**src/host_port_regs.vh**
```
`ifndef HOST_PORT_REGS_VH
`define HOST_PORT_REGS_VH

// ----------------------------------------------------------------------
// Address decode on the four highest processor address lines
// ----------------------------------------------------------------------
`define HP_HOST_REGION     4'hf
`define HP_AUX_IO_REGION   4'h8
`define HP_EXT_MEM_REGION  4'h0
`define HP_BOOT_REGION     4'h4

// ----------------------------------------------------------------------
// Host window and handshake location
// ----------------------------------------------------------------------
`define HP_WINDOW_LO       24'hfff000
`define HP_WINDOW_HI       24'hffffff
`define HP_DATA_LOC        24'hfff000

// ----------------------------------------------------------------------
// Transfer framing
// ----------------------------------------------------------------------
`define HP_BYTE_W          8
`define HP_NIBBLE_W        4
`define HP_LANE_LAST       2'd3
`define HP_BOOT_LANE_LAST  2'd1
`define HP_FIFO_DEPTH      4
`define HP_FIFO_AW         2
`define HP_SYNC_W          15

// ----------------------------------------------------------------------
// Reset values
// ----------------------------------------------------------------------
`define HP_READY_N_RST     1'b0
`define HP_ACK_N_RST       1'b1
`define HP_PROC_RESET_RST  1'b0

`endif

```
**src/byte_fifo.v**
```verilog
`timescale 1ns/1ns
`default_nettype none

module byte_fifo #(
   parameter WIDTH = 8,
   parameter DEPTH = 4,
   parameter AW    = 2
) (
   input  wire             clk,
   input  wire             sys_rst,
   input  wire             in_valid,
   output wire             in_ready,
   input  wire [WIDTH-1:0] in_data,
   output wire             out_valid,
   input  wire             out_ready,
   output wire [WIDTH-1:0] out_data
);

   localparam [31:0]   DEPTH_W    = DEPTH;
   localparam [31:0]   LAST_W     = DEPTH - 1;
   localparam [AW:0]   FULL_COUNT = DEPTH_W[AW:0];
   localparam [AW-1:0] LAST_SLOT  = LAST_W[AW-1:0];

   reg [WIDTH-1:0] mem [0:DEPTH-1];
   reg [AW-1:0]    wr_ptr;
   reg [AW-1:0]    rd_ptr;
   reg [AW:0]      count;
   wire            push;
   wire            pop;

   assign in_ready  = (count != FULL_COUNT);
   assign out_valid = (count != {(AW+1){1'b0}});
   assign out_data  = mem[rd_ptr];
   assign push      = in_valid && in_ready;
   assign pop       = out_valid && out_ready;

   always @(posedge clk) begin
      if (push) begin
         mem[wr_ptr] <= in_data;
      end
   end

   always @(posedge clk) begin
      if (sys_rst) begin
         wr_ptr <= {AW{1'b0}};
         rd_ptr <= {AW{1'b0}};
         count  <= {(AW+1){1'b0}};
      end else begin
         if (push) begin
            wr_ptr <= (wr_ptr == LAST_SLOT) ? {AW{1'b0}} : wr_ptr + 1'b1;
         end
         if (pop) begin
            rd_ptr <= (rd_ptr == LAST_SLOT) ? {AW{1'b0}} : rd_ptr + 1'b1;
         end
         if (push && !pop) begin
            count <= count + 1'b1;
         end else if (pop && !push) begin
            count <= count - 1'b1;
         end
      end
   end

endmodule

`default_nettype wire

```
**src/printer_port_host_handshake.v**
```verilog
// Functional notes
// - Decode bus strobe with address lines A23-A20.
// - Host port window spans 0xFFF000 to 0xFFFFFF.
// - Five decode outputs plus ready, irq, enable.
// - Disconnect input floats interrupt and ready outputs.
// - LED led_select_a reuses I/O and boot selects.
// - Falling host strobe pulses attention interrupt.
// - Pending window read asserts ack, stalls ready.
// - Strobe rising edge releases the stalled read.
// - Four bytes per word, least significant first.
// - Pending window write asserts ack, stalls ready.
// - Strobe rising edge ends the pending write.
// - Byte both ways, or nibble toward host.
// - Boot after host init skips bytes three and four, first word.
`timescale 1ns/1ns
`default_nettype none
`include "host_port_regs.vh"

module printer_port_host_handshake #(
   parameter FIFO_DEPTH = `HP_FIFO_DEPTH,
   parameter FIFO_AW    = `HP_FIFO_AW
) (
   input  wire                    clk,
   input  wire                    sys_rst,
   input  wire                    proc_strobe_n,
   input  wire                    proc_rw,
   input  wire [3:0]              proc_addr_hi,
   input  wire [`HP_BYTE_W-1:0]   proc_wdata,
   output reg  [`HP_BYTE_W-1:0]   proc_rdata,
   output reg                     proc_ready_n,
   output reg                     proc_ready_oe,
   output reg                     host_attention_irq,
   output reg                     host_attention_irq_oe,
   output reg                     proc_reset_n,
   output reg  [1:0]              byte_lane,
   output reg                     aux_read_select,
   output reg                     aux_write_select,
   output reg                     aux_io_select,
   output reg                     ext_mem_select,
   output reg                     boot_select,
   output reg                     xcvr_enable_n,
   input  wire                    host_byte_strobe_n,
   input  wire                    host_init_n,
   input  wire [`HP_BYTE_W-1:0]   host_data_in,
   output reg  [`HP_BYTE_W-1:0]   host_data_out,
   output reg                     host_data_oe,
   output reg  [`HP_NIBBLE_W-1:0] host_nibble_out,
   output reg                     host_handshake_ack_n,
   input  wire                    tri_disconnect,
   input  wire                    bidir_mode,
   input  wire                    led_select_a,
   input  wire [1:0]              led_color
);

   // ----------------------------------------------------------------------
   // Handshake states
   // ----------------------------------------------------------------------
   localparam [4:0] ST_IDLE    = 5'h01;
   localparam [4:0] ST_RD_WAIT = 5'h02;
   localparam [4:0] ST_WR_WAIT = 5'h04;
   localparam [4:0] ST_FINISH  = 5'h08;
   localparam [4:0] ST_RELEASE = 5'h10;

   // ----------------------------------------------------------------------
   // Pin synchronisers
   // ----------------------------------------------------------------------
   reg  [`HP_SYNC_W-1:0] pin_meta;
   reg  [`HP_SYNC_W-1:0] pin_sync;
   reg                   strobe_prev;
   wire                  strobe_s;
   wire                  init_s;
   wire                  tri_s;
   wire                  bidir_s;
   wire                  led_sel_s;
   wire [1:0]            led_color_s;
   wire [`HP_BYTE_W-1:0] host_data_s;
   wire                  strobe_rise;
   wire                  strobe_fall;

   // Pins reset to their idle levels, strobe and init high and all else
   // low, so that no false edge or indicator flash follows reset.
   localparam [`HP_SYNC_W-1:0] SYNC_IDLE = {2'b11, {(`HP_SYNC_W-2){1'b0}}};

   always @(posedge clk) begin
      if (sys_rst) begin
         pin_meta    <= SYNC_IDLE;
         pin_sync    <= SYNC_IDLE;
         strobe_prev <= 1'b1;
      end else begin
         // Only the second stage is ever read by logic.
         pin_meta    <= {host_byte_strobe_n, host_init_n, tri_disconnect,
                         bidir_mode, led_select_a, led_color,
                         host_data_in};
         pin_sync    <= pin_meta;
         strobe_prev <= strobe_s;
      end
   end

   assign strobe_s    = pin_sync[14];
   assign init_s      = pin_sync[13];
   assign tri_s       = pin_sync[12];
   assign bidir_s     = pin_sync[11];
   assign led_sel_s   = pin_sync[10];
   assign led_color_s = pin_sync[9:8];
   assign host_data_s = pin_sync[7:0];
   assign strobe_rise = strobe_s && !strobe_prev;
   assign strobe_fall = !strobe_s && strobe_prev;

   // ----------------------------------------------------------------------
   // Address decode
   // ----------------------------------------------------------------------
   function region_hit;
      input       strobe_n;
      input [3:0] addr_hi;
      input [3:0] region;
      begin
         region_hit = !strobe_n && (addr_hi == region);
      end
   endfunction

   wire host_hit;
   wire io_hit;
   wire mem_hit;
   wire boot_hit;

   // The whole top region maps onto the host port, so every location
   // from the handshake address to the end of the window hits it.
   assign host_hit = region_hit(proc_strobe_n, proc_addr_hi,
                                `HP_HOST_REGION);
   assign io_hit   = region_hit(proc_strobe_n, proc_addr_hi,
                                `HP_AUX_IO_REGION);
   assign mem_hit  = region_hit(proc_strobe_n, proc_addr_hi,
                                `HP_EXT_MEM_REGION);
   assign boot_hit = region_hit(proc_strobe_n, proc_addr_hi,
                                `HP_BOOT_REGION);

   always @(posedge clk) begin
      if (sys_rst) begin
         aux_read_select  <= 1'b0;
         aux_write_select <= 1'b0;
         aux_io_select    <= 1'b0;
         ext_mem_select   <= 1'b0;
         boot_select      <= 1'b0;
      end else begin
         aux_read_select  <= io_hit && proc_rw;
         aux_write_select <= io_hit && !proc_rw;
         ext_mem_select   <= mem_hit;
         if (led_sel_s) begin
            aux_io_select <= led_color_s[0];
            boot_select   <= led_color_s[1];
         end else begin
            aux_io_select <= io_hit;
            boot_select   <= boot_hit;
         end
      end
   end

   // ----------------------------------------------------------------------
   // Receive buffer between host strobe and processor reads
   // ----------------------------------------------------------------------
   reg  [4:0]            state;
   reg  [4:0]            next_state;
   wire                  fifo_in_valid;
   wire                  fifo_in_ready;
   wire                  fifo_out_valid;
   wire                  fifo_out_ready;
   wire [`HP_BYTE_W-1:0] fifo_out_data;

   // A full buffer withholds the ack, so the host keeps its strobe low.
   assign fifo_in_valid  = strobe_rise && (state == ST_RD_WAIT)
                           && !host_handshake_ack_n;
   assign fifo_out_ready = (state == ST_RD_WAIT);

   byte_fifo #(
      .WIDTH (`HP_BYTE_W),
      .DEPTH (FIFO_DEPTH),
      .AW    (FIFO_AW)
   ) u_rx_fifo (
      .clk       (clk),
      .sys_rst   (sys_rst),
      .in_valid  (fifo_in_valid),
      .in_ready  (fifo_in_ready),
      .in_data   (host_data_s),
      .out_valid (fifo_out_valid),
      .out_ready (fifo_out_ready),
      .out_data  (fifo_out_data)
   );

   // ----------------------------------------------------------------------
   // Handshake state machine
   // ----------------------------------------------------------------------
   reg next_ready_n;
   reg next_ack_n;

   always @* begin
      next_state   = state;
      next_ready_n = proc_ready_n;
      next_ack_n   = host_handshake_ack_n;
      case (state)
         ST_IDLE: begin
            next_ready_n = 1'b0;
            next_ack_n   = 1'b1;
            if (host_hit && proc_rw) begin
               next_state   = ST_RD_WAIT;
               next_ready_n = 1'b1;
            end else if (host_hit && !proc_rw) begin
               next_state   = ST_WR_WAIT;
               next_ready_n = 1'b1;
               next_ack_n   = 1'b0;
            end
         end
         ST_RD_WAIT: begin
            next_ack_n = !fifo_in_ready;
            if (fifo_out_valid) begin
               next_state   = ST_FINISH;
               next_ready_n = 1'b0;
               next_ack_n   = 1'b1;
            end
         end
         ST_WR_WAIT: begin
            if (strobe_rise) begin
               next_state   = ST_FINISH;
               next_ready_n = 1'b0;
               next_ack_n   = 1'b1;
            end
         end
         ST_FINISH: begin
            // A strobe that is already high again lets the next access
            // in after a single idle cycle, as back-to-back cycles need.
            next_ready_n = 1'b0;
            if (proc_strobe_n) begin
               next_state = ST_IDLE;
            end else begin
               next_state = ST_RELEASE;
            end
         end
         ST_RELEASE: begin
            next_ready_n = 1'b0;
            if (proc_strobe_n) begin
               next_state = ST_IDLE;
            end
         end
         default: begin
            next_state   = ST_IDLE;
            next_ready_n = 1'b0;
            next_ack_n   = 1'b1;
         end
      endcase
   end

   always @(posedge clk) begin
      if (sys_rst) begin
         state                <= ST_IDLE;
         proc_ready_n         <= `HP_READY_N_RST;
         host_handshake_ack_n <= `HP_ACK_N_RST;
         proc_rdata           <= {`HP_BYTE_W{1'b0}};
      end else begin
         state                <= next_state;
         proc_ready_n         <= next_ready_n;
         host_handshake_ack_n <= next_ack_n;
         if ((state == ST_RD_WAIT) && fifo_out_valid) begin
            proc_rdata <= fifo_out_data;
         end
      end
   end

   // ----------------------------------------------------------------------
   // Data toward the host
   // ----------------------------------------------------------------------
   always @(posedge clk) begin
      if (sys_rst) begin
         host_data_out   <= {`HP_BYTE_W{1'b0}};
         host_nibble_out <= {`HP_NIBBLE_W{1'b0}};
         host_data_oe    <= 1'b0;
         xcvr_enable_n   <= 1'b1;
      end else begin
         if ((state == ST_IDLE) && host_hit && !proc_rw) begin
            host_data_out   <= proc_wdata;
            host_nibble_out <= proc_wdata[`HP_NIBBLE_W-1:0];
         end
         // Unidirectional ports read the nibble lines only.
         host_data_oe  <= (next_state == ST_WR_WAIT) && bidir_s;
         xcvr_enable_n <= !((next_state == ST_RD_WAIT) ||
                            (next_state == ST_WR_WAIT));
      end
   end

   // ----------------------------------------------------------------------
   // Attention interrupt, disconnect and processor reset
   // ----------------------------------------------------------------------
   always @(posedge clk) begin
      if (sys_rst) begin
         host_attention_irq    <= 1'b0;
         host_attention_irq_oe <= 1'b0;
         proc_ready_oe         <= 1'b0;
         proc_reset_n          <= `HP_PROC_RESET_RST;
      end else begin
         host_attention_irq    <= strobe_fall;
         host_attention_irq_oe <= !tri_s;
         proc_ready_oe         <= !tri_s;
         proc_reset_n          <= init_s;
      end
   end

   // ----------------------------------------------------------------------
   // Byte lane tracking within a word
   // ----------------------------------------------------------------------
   reg  first_word;
   wire lane_wrap;

   assign lane_wrap = (byte_lane == `HP_LANE_LAST) ||
                      (first_word && (byte_lane == `HP_BOOT_LANE_LAST));

   always @(posedge clk) begin
      if (sys_rst) begin
         byte_lane  <= 2'd0;
         first_word <= 1'b0;
      end else if (!init_s) begin
         byte_lane  <= 2'd0;
         first_word <= 1'b1;
      end else if ((state == ST_RD_WAIT) && fifo_out_valid) begin
         if (lane_wrap) begin
            byte_lane  <= 2'd0;
            first_word <= 1'b0;
         end else begin
            byte_lane <= byte_lane + 2'd1;
         end
      end else if ((state == ST_WR_WAIT) && strobe_rise) begin
         byte_lane <= (byte_lane == `HP_LANE_LAST) ? 2'd0
                      : byte_lane + 2'd1;
      end
   end

endmodule

`default_nettype wire

```
**config.mk**
```make
export PLATFORM = sky130hd
export DESIGN_NAME = printer_port_host_handshake
export DESIGN_NICKNAME = d
export VERILOG_FILES = /design/src/byte_fifo.v /design/src/printer_port_host_handshake.v
export VERILOG_INCLUDE_DIRS = /design/src /design/src/src
export SDC_FILE = /design/constraint.sdc
export NUM_CORES = 1
export LEC_CHECK = 0
export ABC_AREA = 1
export ABC_CLOCK_PERIOD_IN_PS = 4200
export BUFFER_PORTS_ARGS = -buffer_cell sky130_fd_sc_hd__buf_2
export CAP_MARGIN = 20
export CELL_PAD_IN_SITES_DETAIL_PLACEMENT = 0
export CELL_PAD_IN_SITES_GLOBAL_PLACEMENT = 1
export CORE_MARGIN = 3
export CORE_UTILIZATION = 45
export DETAILED_ROUTE_END_ITERATION = 6
export PLACE_DENSITY = 0.86
export SYNTH_ARGS = -nofsm -noshare
export SYNTH_HDL_FRONTEND = slang
export SYNTH_SLANG_ARGS = --single-unit
```
**constraint.sdc**
```tcl
create_clock -name clk -period 4.2 [get_ports clk]
set_clock_uncertainty 0.1 [all_clocks]
set_input_delay 1.05 -clock clk [delete_from_list [all_inputs] [get_ports clk]]
set_output_delay 1.05 -clock clk [all_outputs]
set_load 0.01 [all_outputs]
```
======== Word level (Yosys, flattened, before mapping) ========
Memories as Yosys holds them, arrays and structs flattened. A register that Yosys moved wholly into a read port is not among the register bits.
Cells that the tools add are included.
storage, ports and cells
  register bits after elaboration ......... 70
  bits in writable memories ............... 32
  input port bits ......................... 31
  word-level logic and storage cells ...... 124
  memories ................................ 1
memories
  name           depth  bits a word  rd ports  clocked after memory_dff  write ports  line            source
  u_rx_fifo.mem  4      8            1         1                         1            byte_fifo.v:24  reg [WIDTH-1:0] mem [0:DEPTH-1];
cells by class
  add/sub/neg operators ................... 5
  eq/ne operators ......................... 19
  multiplexer cells ....................... 32
  bitwise logic cells ..................... 2
  reduce and logical (&&, ||, !) cells .... 42
operator list
  cell                                                    number
  two-way mux 5 bit                                       6
  one-hot mux 5 bit (5 select lines)                      1
  logical AND 1 bit                                       21
  two-way mux 1 bit                                       15
  two-way mux 2 bit                                       6
  equality test 5 x 2 -> 1 bit (second input constant)    2
  equality test 5 x 3 -> 1 bit (second input constant)    2
  zero test 1 bit                                         10
  equality test 4 bit (second input constant)             2
  adder 2 x 1 -> 2 bit (second input constant)            3
  equality test 2 bit (second input constant)             3
  two-way mux 3 bit                                       2
  inequality test 2 x 1 -> 1 bit (second input constant)  3
  AND reduction 2 bit                                     3
  equality test 5 x 1 -> 1 bit (second input constant)    1
  equality test 5 x 4 -> 1 bit (second input constant)    1
  equality test 5 bit (second input constant)             1
  equality test 4 x 3 -> 1 bit (second input constant)    1
  zero test 4 bit                                         1
  one-hot mux 1 bit (4 select lines)                      1
  nonzero test 2 bit                                      2
  OR reduction 2 bit                                      2
  adder 3 x 1 -> 3 bit (second input constant)            1
  inequality test 3 bit (second input constant)           1
  7 further kinds                                         9

======== Longest topological paths before layout ========
  word-level depth ........................ 9
  depth in mapped cells ................... 13

======== Hierarchy ========
From an unflattened synthesis, not the netlist that was laid out.
unflattened totals
  cell total of the unflattened synthesis .. 455
  area, all modules ....................... 4151.5 um^2
by module, submodules not included
  module                       times used  cells each  area an instance (um^2)  seq. area each (um^2)
  printer_port_host_handshake  1           310         2454.9                   1341.3
  byte_fifo                    1           145         1696.6                   1141.1

======== Worst setup path after synthesis ========
OpenSTA, ideal clock, no wires.
  path kind ............................... input -> register
  from .................................... input port proc_strobe_n
  to ...................................... register host_data_out[6]
  arrival ................................. 1.788 ns
  data required time ...................... 3.987 ns
  setup slack ............................. 2.199 ns
  stages .................................. 8
  path buffers ............................ 0
  cells stage by stage .................... inv_2 nand2_1 nor2_2 inv_1 nor2_4 nand2_4 nor2_1 nor2_1
on the way
  cells in the longest elaborated chain, start to end .. 4
RTL lines
  what                             line                               source
  start: declaration               printer_port_host_handshake.v:25   input wire proc_strobe_n,
  zero test 1 bit                  printer_port_host_handshake.v:117  region_hit = !strobe_n && (addr_hi == region);
  logical AND 1 bit                printer_port_host_handshake.v:117
  logical AND 1 bit (2 in series)  printer_port_host_handshake.v:277  if ((state == ST_IDLE) && host_hit && !proc_rw) begin
  end signal: assignment           printer_port_host_handshake.v:272  host_data_out <= {`HP_BYTE_W{1'b0}};
  end signal: assignment           printer_port_host_handshake.v:278  host_data_out <= proc_wdata;
  end: declaration                 printer_port_host_handshake.v:45   output reg [`HP_BYTE_W-1:0] host_data_out,
Every way passes these cells.
A chain may end at the register's enable or synchronous reset.

======== Final worst setup path ========
  from .................................... input port sys_rst
  to ...................................... register byte_lane[0]
on the way
  cells in the longest elaborated chain, start to end .. 1
RTL lines
  what                          line                               source
  start: declaration            printer_port_host_handshake.v:24   input wire sys_rst,
  OR reduction 2 bit (no line)  n/a
  end signal: assignment        printer_port_host_handshake.v:326  byte_lane <= byte_lane + 2'd1;
  end signal: assignment        printer_port_host_handshake.v:329  byte_lane <= (byte_lane == `HP_LANE_LAST) ? 2'd0
  end: declaration              printer_port_host_handshake.v:35   output reg [1:0] byte_lane,
Every way passes these cells.

==> impl_summary.log <==
[metrics] class of the worst hold path: flip-flop to flip-flop
[metrics] most common cell after layout, fill and taps aside: nor2_1
[metrics] Max Slew Vio Count: 0
[metrics] CTS-repair resized insts: 0
[metrics] total detailed-routing wirelength: between 6000 and 7000 um
[metrics] type of destination of the critical path: flip-flop
[metrics] number of placed instances, taps included: ~600
[metrics] placeable core region: between 0.008 and 0.009 sq mm
[metrics] Min-Delay Path Depth: 1
[metrics] Worst Hold Launch: pin_sync[12]$_SDFF_PP0_
[metrics] number of synthesized register bits: about 110
[metrics] total setup buffers inserted after CTS: 0
[metrics] FILL cells: about 830
[metrics] Max FO, Critical Path: 41
[metrics] final setup slack of the worst path: between 1500 and 2000 ps
[metrics] wire length of the first global-routing pass: between 10000 and 15000 um
[metrics] Residual DRC: 0
[metrics] highest-utilization routing layer at the global route stage: met2
[metrics] number of standard cells in the final layout excluding fillers: between 600 and 700
[metrics] port buffer count: 65
[metrics] total number of clock tree sinks: around 110
[metrics] sequential cell area fraction in the yosys report: 0.599
[metrics] number of CTS-inserted buffers: 9
[metrics] count of cell types in the netlist: 30
[metrics] worst voltage drop across the vdd grid: roughly 200 uV
[metrics] startpoint of the worst-slack reg-to-reg timing path: u_rx_fifo.count[0]$_SDFFE_PP0P_
[metrics] met1 Resource Use GR: 0.198
[metrics] horizontal die dimension: 101 um
[metrics] number of warnings issued by yosys: 0
[metrics] RSZ-0062 raised after global routing: false
[metrics] R2R setup slack: 2010 ps
[metrics] end-of-flow core utilization: 0.528
[metrics] Boundary Pins: 66
[metrics] GRT Util Overall: 0.143
[metrics] run status: completed
[metrics] worst r2r dst: u_rx_fifo.count[2]$_SDFFE_PP0P_
[metrics] worst slew slack as a fraction of its limit: 0.448
[metrics] share of the clock period used by the worst path: 0.566
[metrics] Synth Cell Area: 0.00408 sq mm
[metrics] number of standard cells after synthesis: 441
[metrics] most area-hungry cell type in the Yosys netlist: dfxtp_1
[metrics] total vias in the final route: ~2800
[metrics] Placement Setup Slack: around 1400 ps
[metrics] critical path start-end classification: primary input to flip-flop
[metrics] Power per Cell Area: around 370 mW/mm^2
[metrics] synthesized netlist net count: slightly below 500
[metrics] Iter 0 DRT Violations: 95
[metrics] worst-case hold path end point: host_attention_irq_oe$_SDFF_PP0_
[metrics] num rows: 34
[metrics] H-tree depth reported by CTS: 3
[metrics] data arrival time of the worst path: between 2000 and 3000 ps
[metrics] area share of the leading cell type in the synthesized netlist: 0.364
[metrics] met2 track demand over resource: 0.221
[metrics] Via density: 4.56
[metrics] biggest area contributors in the synthesized netlist: dfxtp_1, edfxtp_1, nor2_1
[metrics] Avg Cell Area, Syn: slightly above 9 sq um
[metrics] fraction of layout cells with a size suffix above 1: 0.228
[metrics] HPWL after detailed placement: slightly below 5000 um
[metrics] hold buffers post-CTS: 0
[metrics] TritonCTS clock tree: done
[metrics] final hold violation count: 0
[metrics] largest net degree at the start of global routing: 42
[metrics] peak clock frequency supported by timing: 0.420 GHz
[metrics] measured slew at the worst slew-check pin: around 830 ps
[metrics] number of cells on the worst reg-to-reg path: 11
[metrics] post-route antenna net violation count: 0
[metrics] post-layout net count: 540
[metrics] highest-count cells in the layout ignoring fill and taps: nor2_1, dfxtp_1, buf_2, inv_1
[metrics] routing usage on met3: 0.0441
[metrics] P&R area growth vs syn: 13.4%
[metrics] area of the die: 0.0102 sq mm
[metrics] WL per Instance: around 11 um
[metrics] type of origin of the critical path: primary input
[metrics] vertical die dimension: 101 um
[metrics] initial antenna violation count: 0
[metrics] final setup violation count: 0
[metrics] WP data required: about 4400 ps
[metrics] Overflow after GRT: 0
[metrics] count of antenna diodes in the layout: 0
[metrics] Starting Density: 0.465
[metrics] cell chosen for the clock root: clkbuf_8
[metrics] number of detailed-route iterations in the first pass: 4
[metrics] Crit. Startpoint: sys_rst
[metrics] vias in the first global route: roughly 2600
[metrics] max-capacitance violation count: 0
[metrics] clock edge transition at the registers on the reported setup and hold paths: roughly 100 ps
[metrics] shortest clock period the worst path allows after layout: about 2400 ps
[metrics] final-layout setup total negative slack: 0 ps
[metrics] Worst-Skew Late Latency: approximately 370 ps
[metrics] PnR Total Power: between 1500 and 2000 uW
[metrics] Clock Tree Buf Depth: 2
[metrics] Routability Congestion: roughly 0.82
[metrics] leakage power: between 0.002 and 0.0025 uW
per-layer routing:
layer  routed length (um)  vias up
met5                    0        -
met4                   53        0
met3                  456        5
met2                 3080       75
met1                 3280     1213
li1                     -     1503
worst max-delay path by stage:
stage	slack [ps]	to	cells past startpoint
2_1_floorplan	2200	host_data_out[6]$_SDFFE_PP0P_	8
3_3_place_gp	1410	byte_lane[0]$_SDFFE_PP0P_	6
3_5_place_dp	1370	byte_lane[0]$_SDFFE_PP0P_	6
4_1_cts	1780	byte_lane[0]$_SDFFE_PP0P_	6
5_1_grt	1600	byte_lane[0]$_SDFFE_PP0P_	6
6_report	1820	byte_lane[0]$_SDFFE_PP0P_	6
Yosys cell counts, drive strengths merged:
cell and count:
nor2 117, dfxtp 74, inv 61, o21ai 52, nand2 35, edfxtp 32, nand3 18, a21oi 14
buf 11, ha 8, or2 7, clkbuf 6, nand4 2, fa 1, nor3 1, o211ai 1
xor2 1
state kept, by name, indices dropped and copies added (netlist names), 2 cells and up:
name / count
proc_rdata: 8
host_data_out: 8
byte_lane: 2
u_rx_fifo.rd_ptr: 2
pin_sync: 15
u_rx_fifo.wr_ptr: 2
pin_meta: 15
u_rx_fifo.count: 3
state: 5
u_rx_fifo.mem: 32
cells by family (layout without fill, tap and decap cells):
family / after synthesis / count (layout) / synth area share
xor+xnor: 1 / 1 / 0.00215
flops: 106 / 106 / 0.599
fa+ha+maj: 9 / 9 / 0.0295
simple gates: 180 / 180 / 0.204
buf+inv: 78 / 142 / 0.0798
compound gates: 67 / 67 / 0.0857
cell type report:
class | count | area, sq um | share of cell area
clock buffers | 10 | 128 | 0.0276
clock inverters | 6 | 56.3 | 0.0122
inverters | 61 | 229 | 0.0495
multi-input cells | 257 | 1310 | 0.283
flip-flops and latches | 106 | 2440 | 0.528
well taps | 108 | 135 | 0.0292
repair buffers | 65 | 325 | 0.0704
critical path, cell delays in order:
cell and delay, ps:
buf_2 500, inv_1 580, nand2_1 220, inv_1 70, nand2_1 60, a21oi_1 30
report_power, final:
group	total [uW]	internal, uW	switching, uW
Combinational	70.8	28.9	42.0
Clock	580	229	350
Sequential	1080	1070	9.43
Total	1730	1330	402
per-stage QoR:
stage          area, sq um  hold slack, ps
6_report              4620             300
5_1_grt               4620             325
4_1_cts               4620             306
3_5_place_dp          4440             281
3_3_place_gp          4440             283
2_1_floorplan         4080             268
No activity file was read; power rests on OpenSTA's default activity.
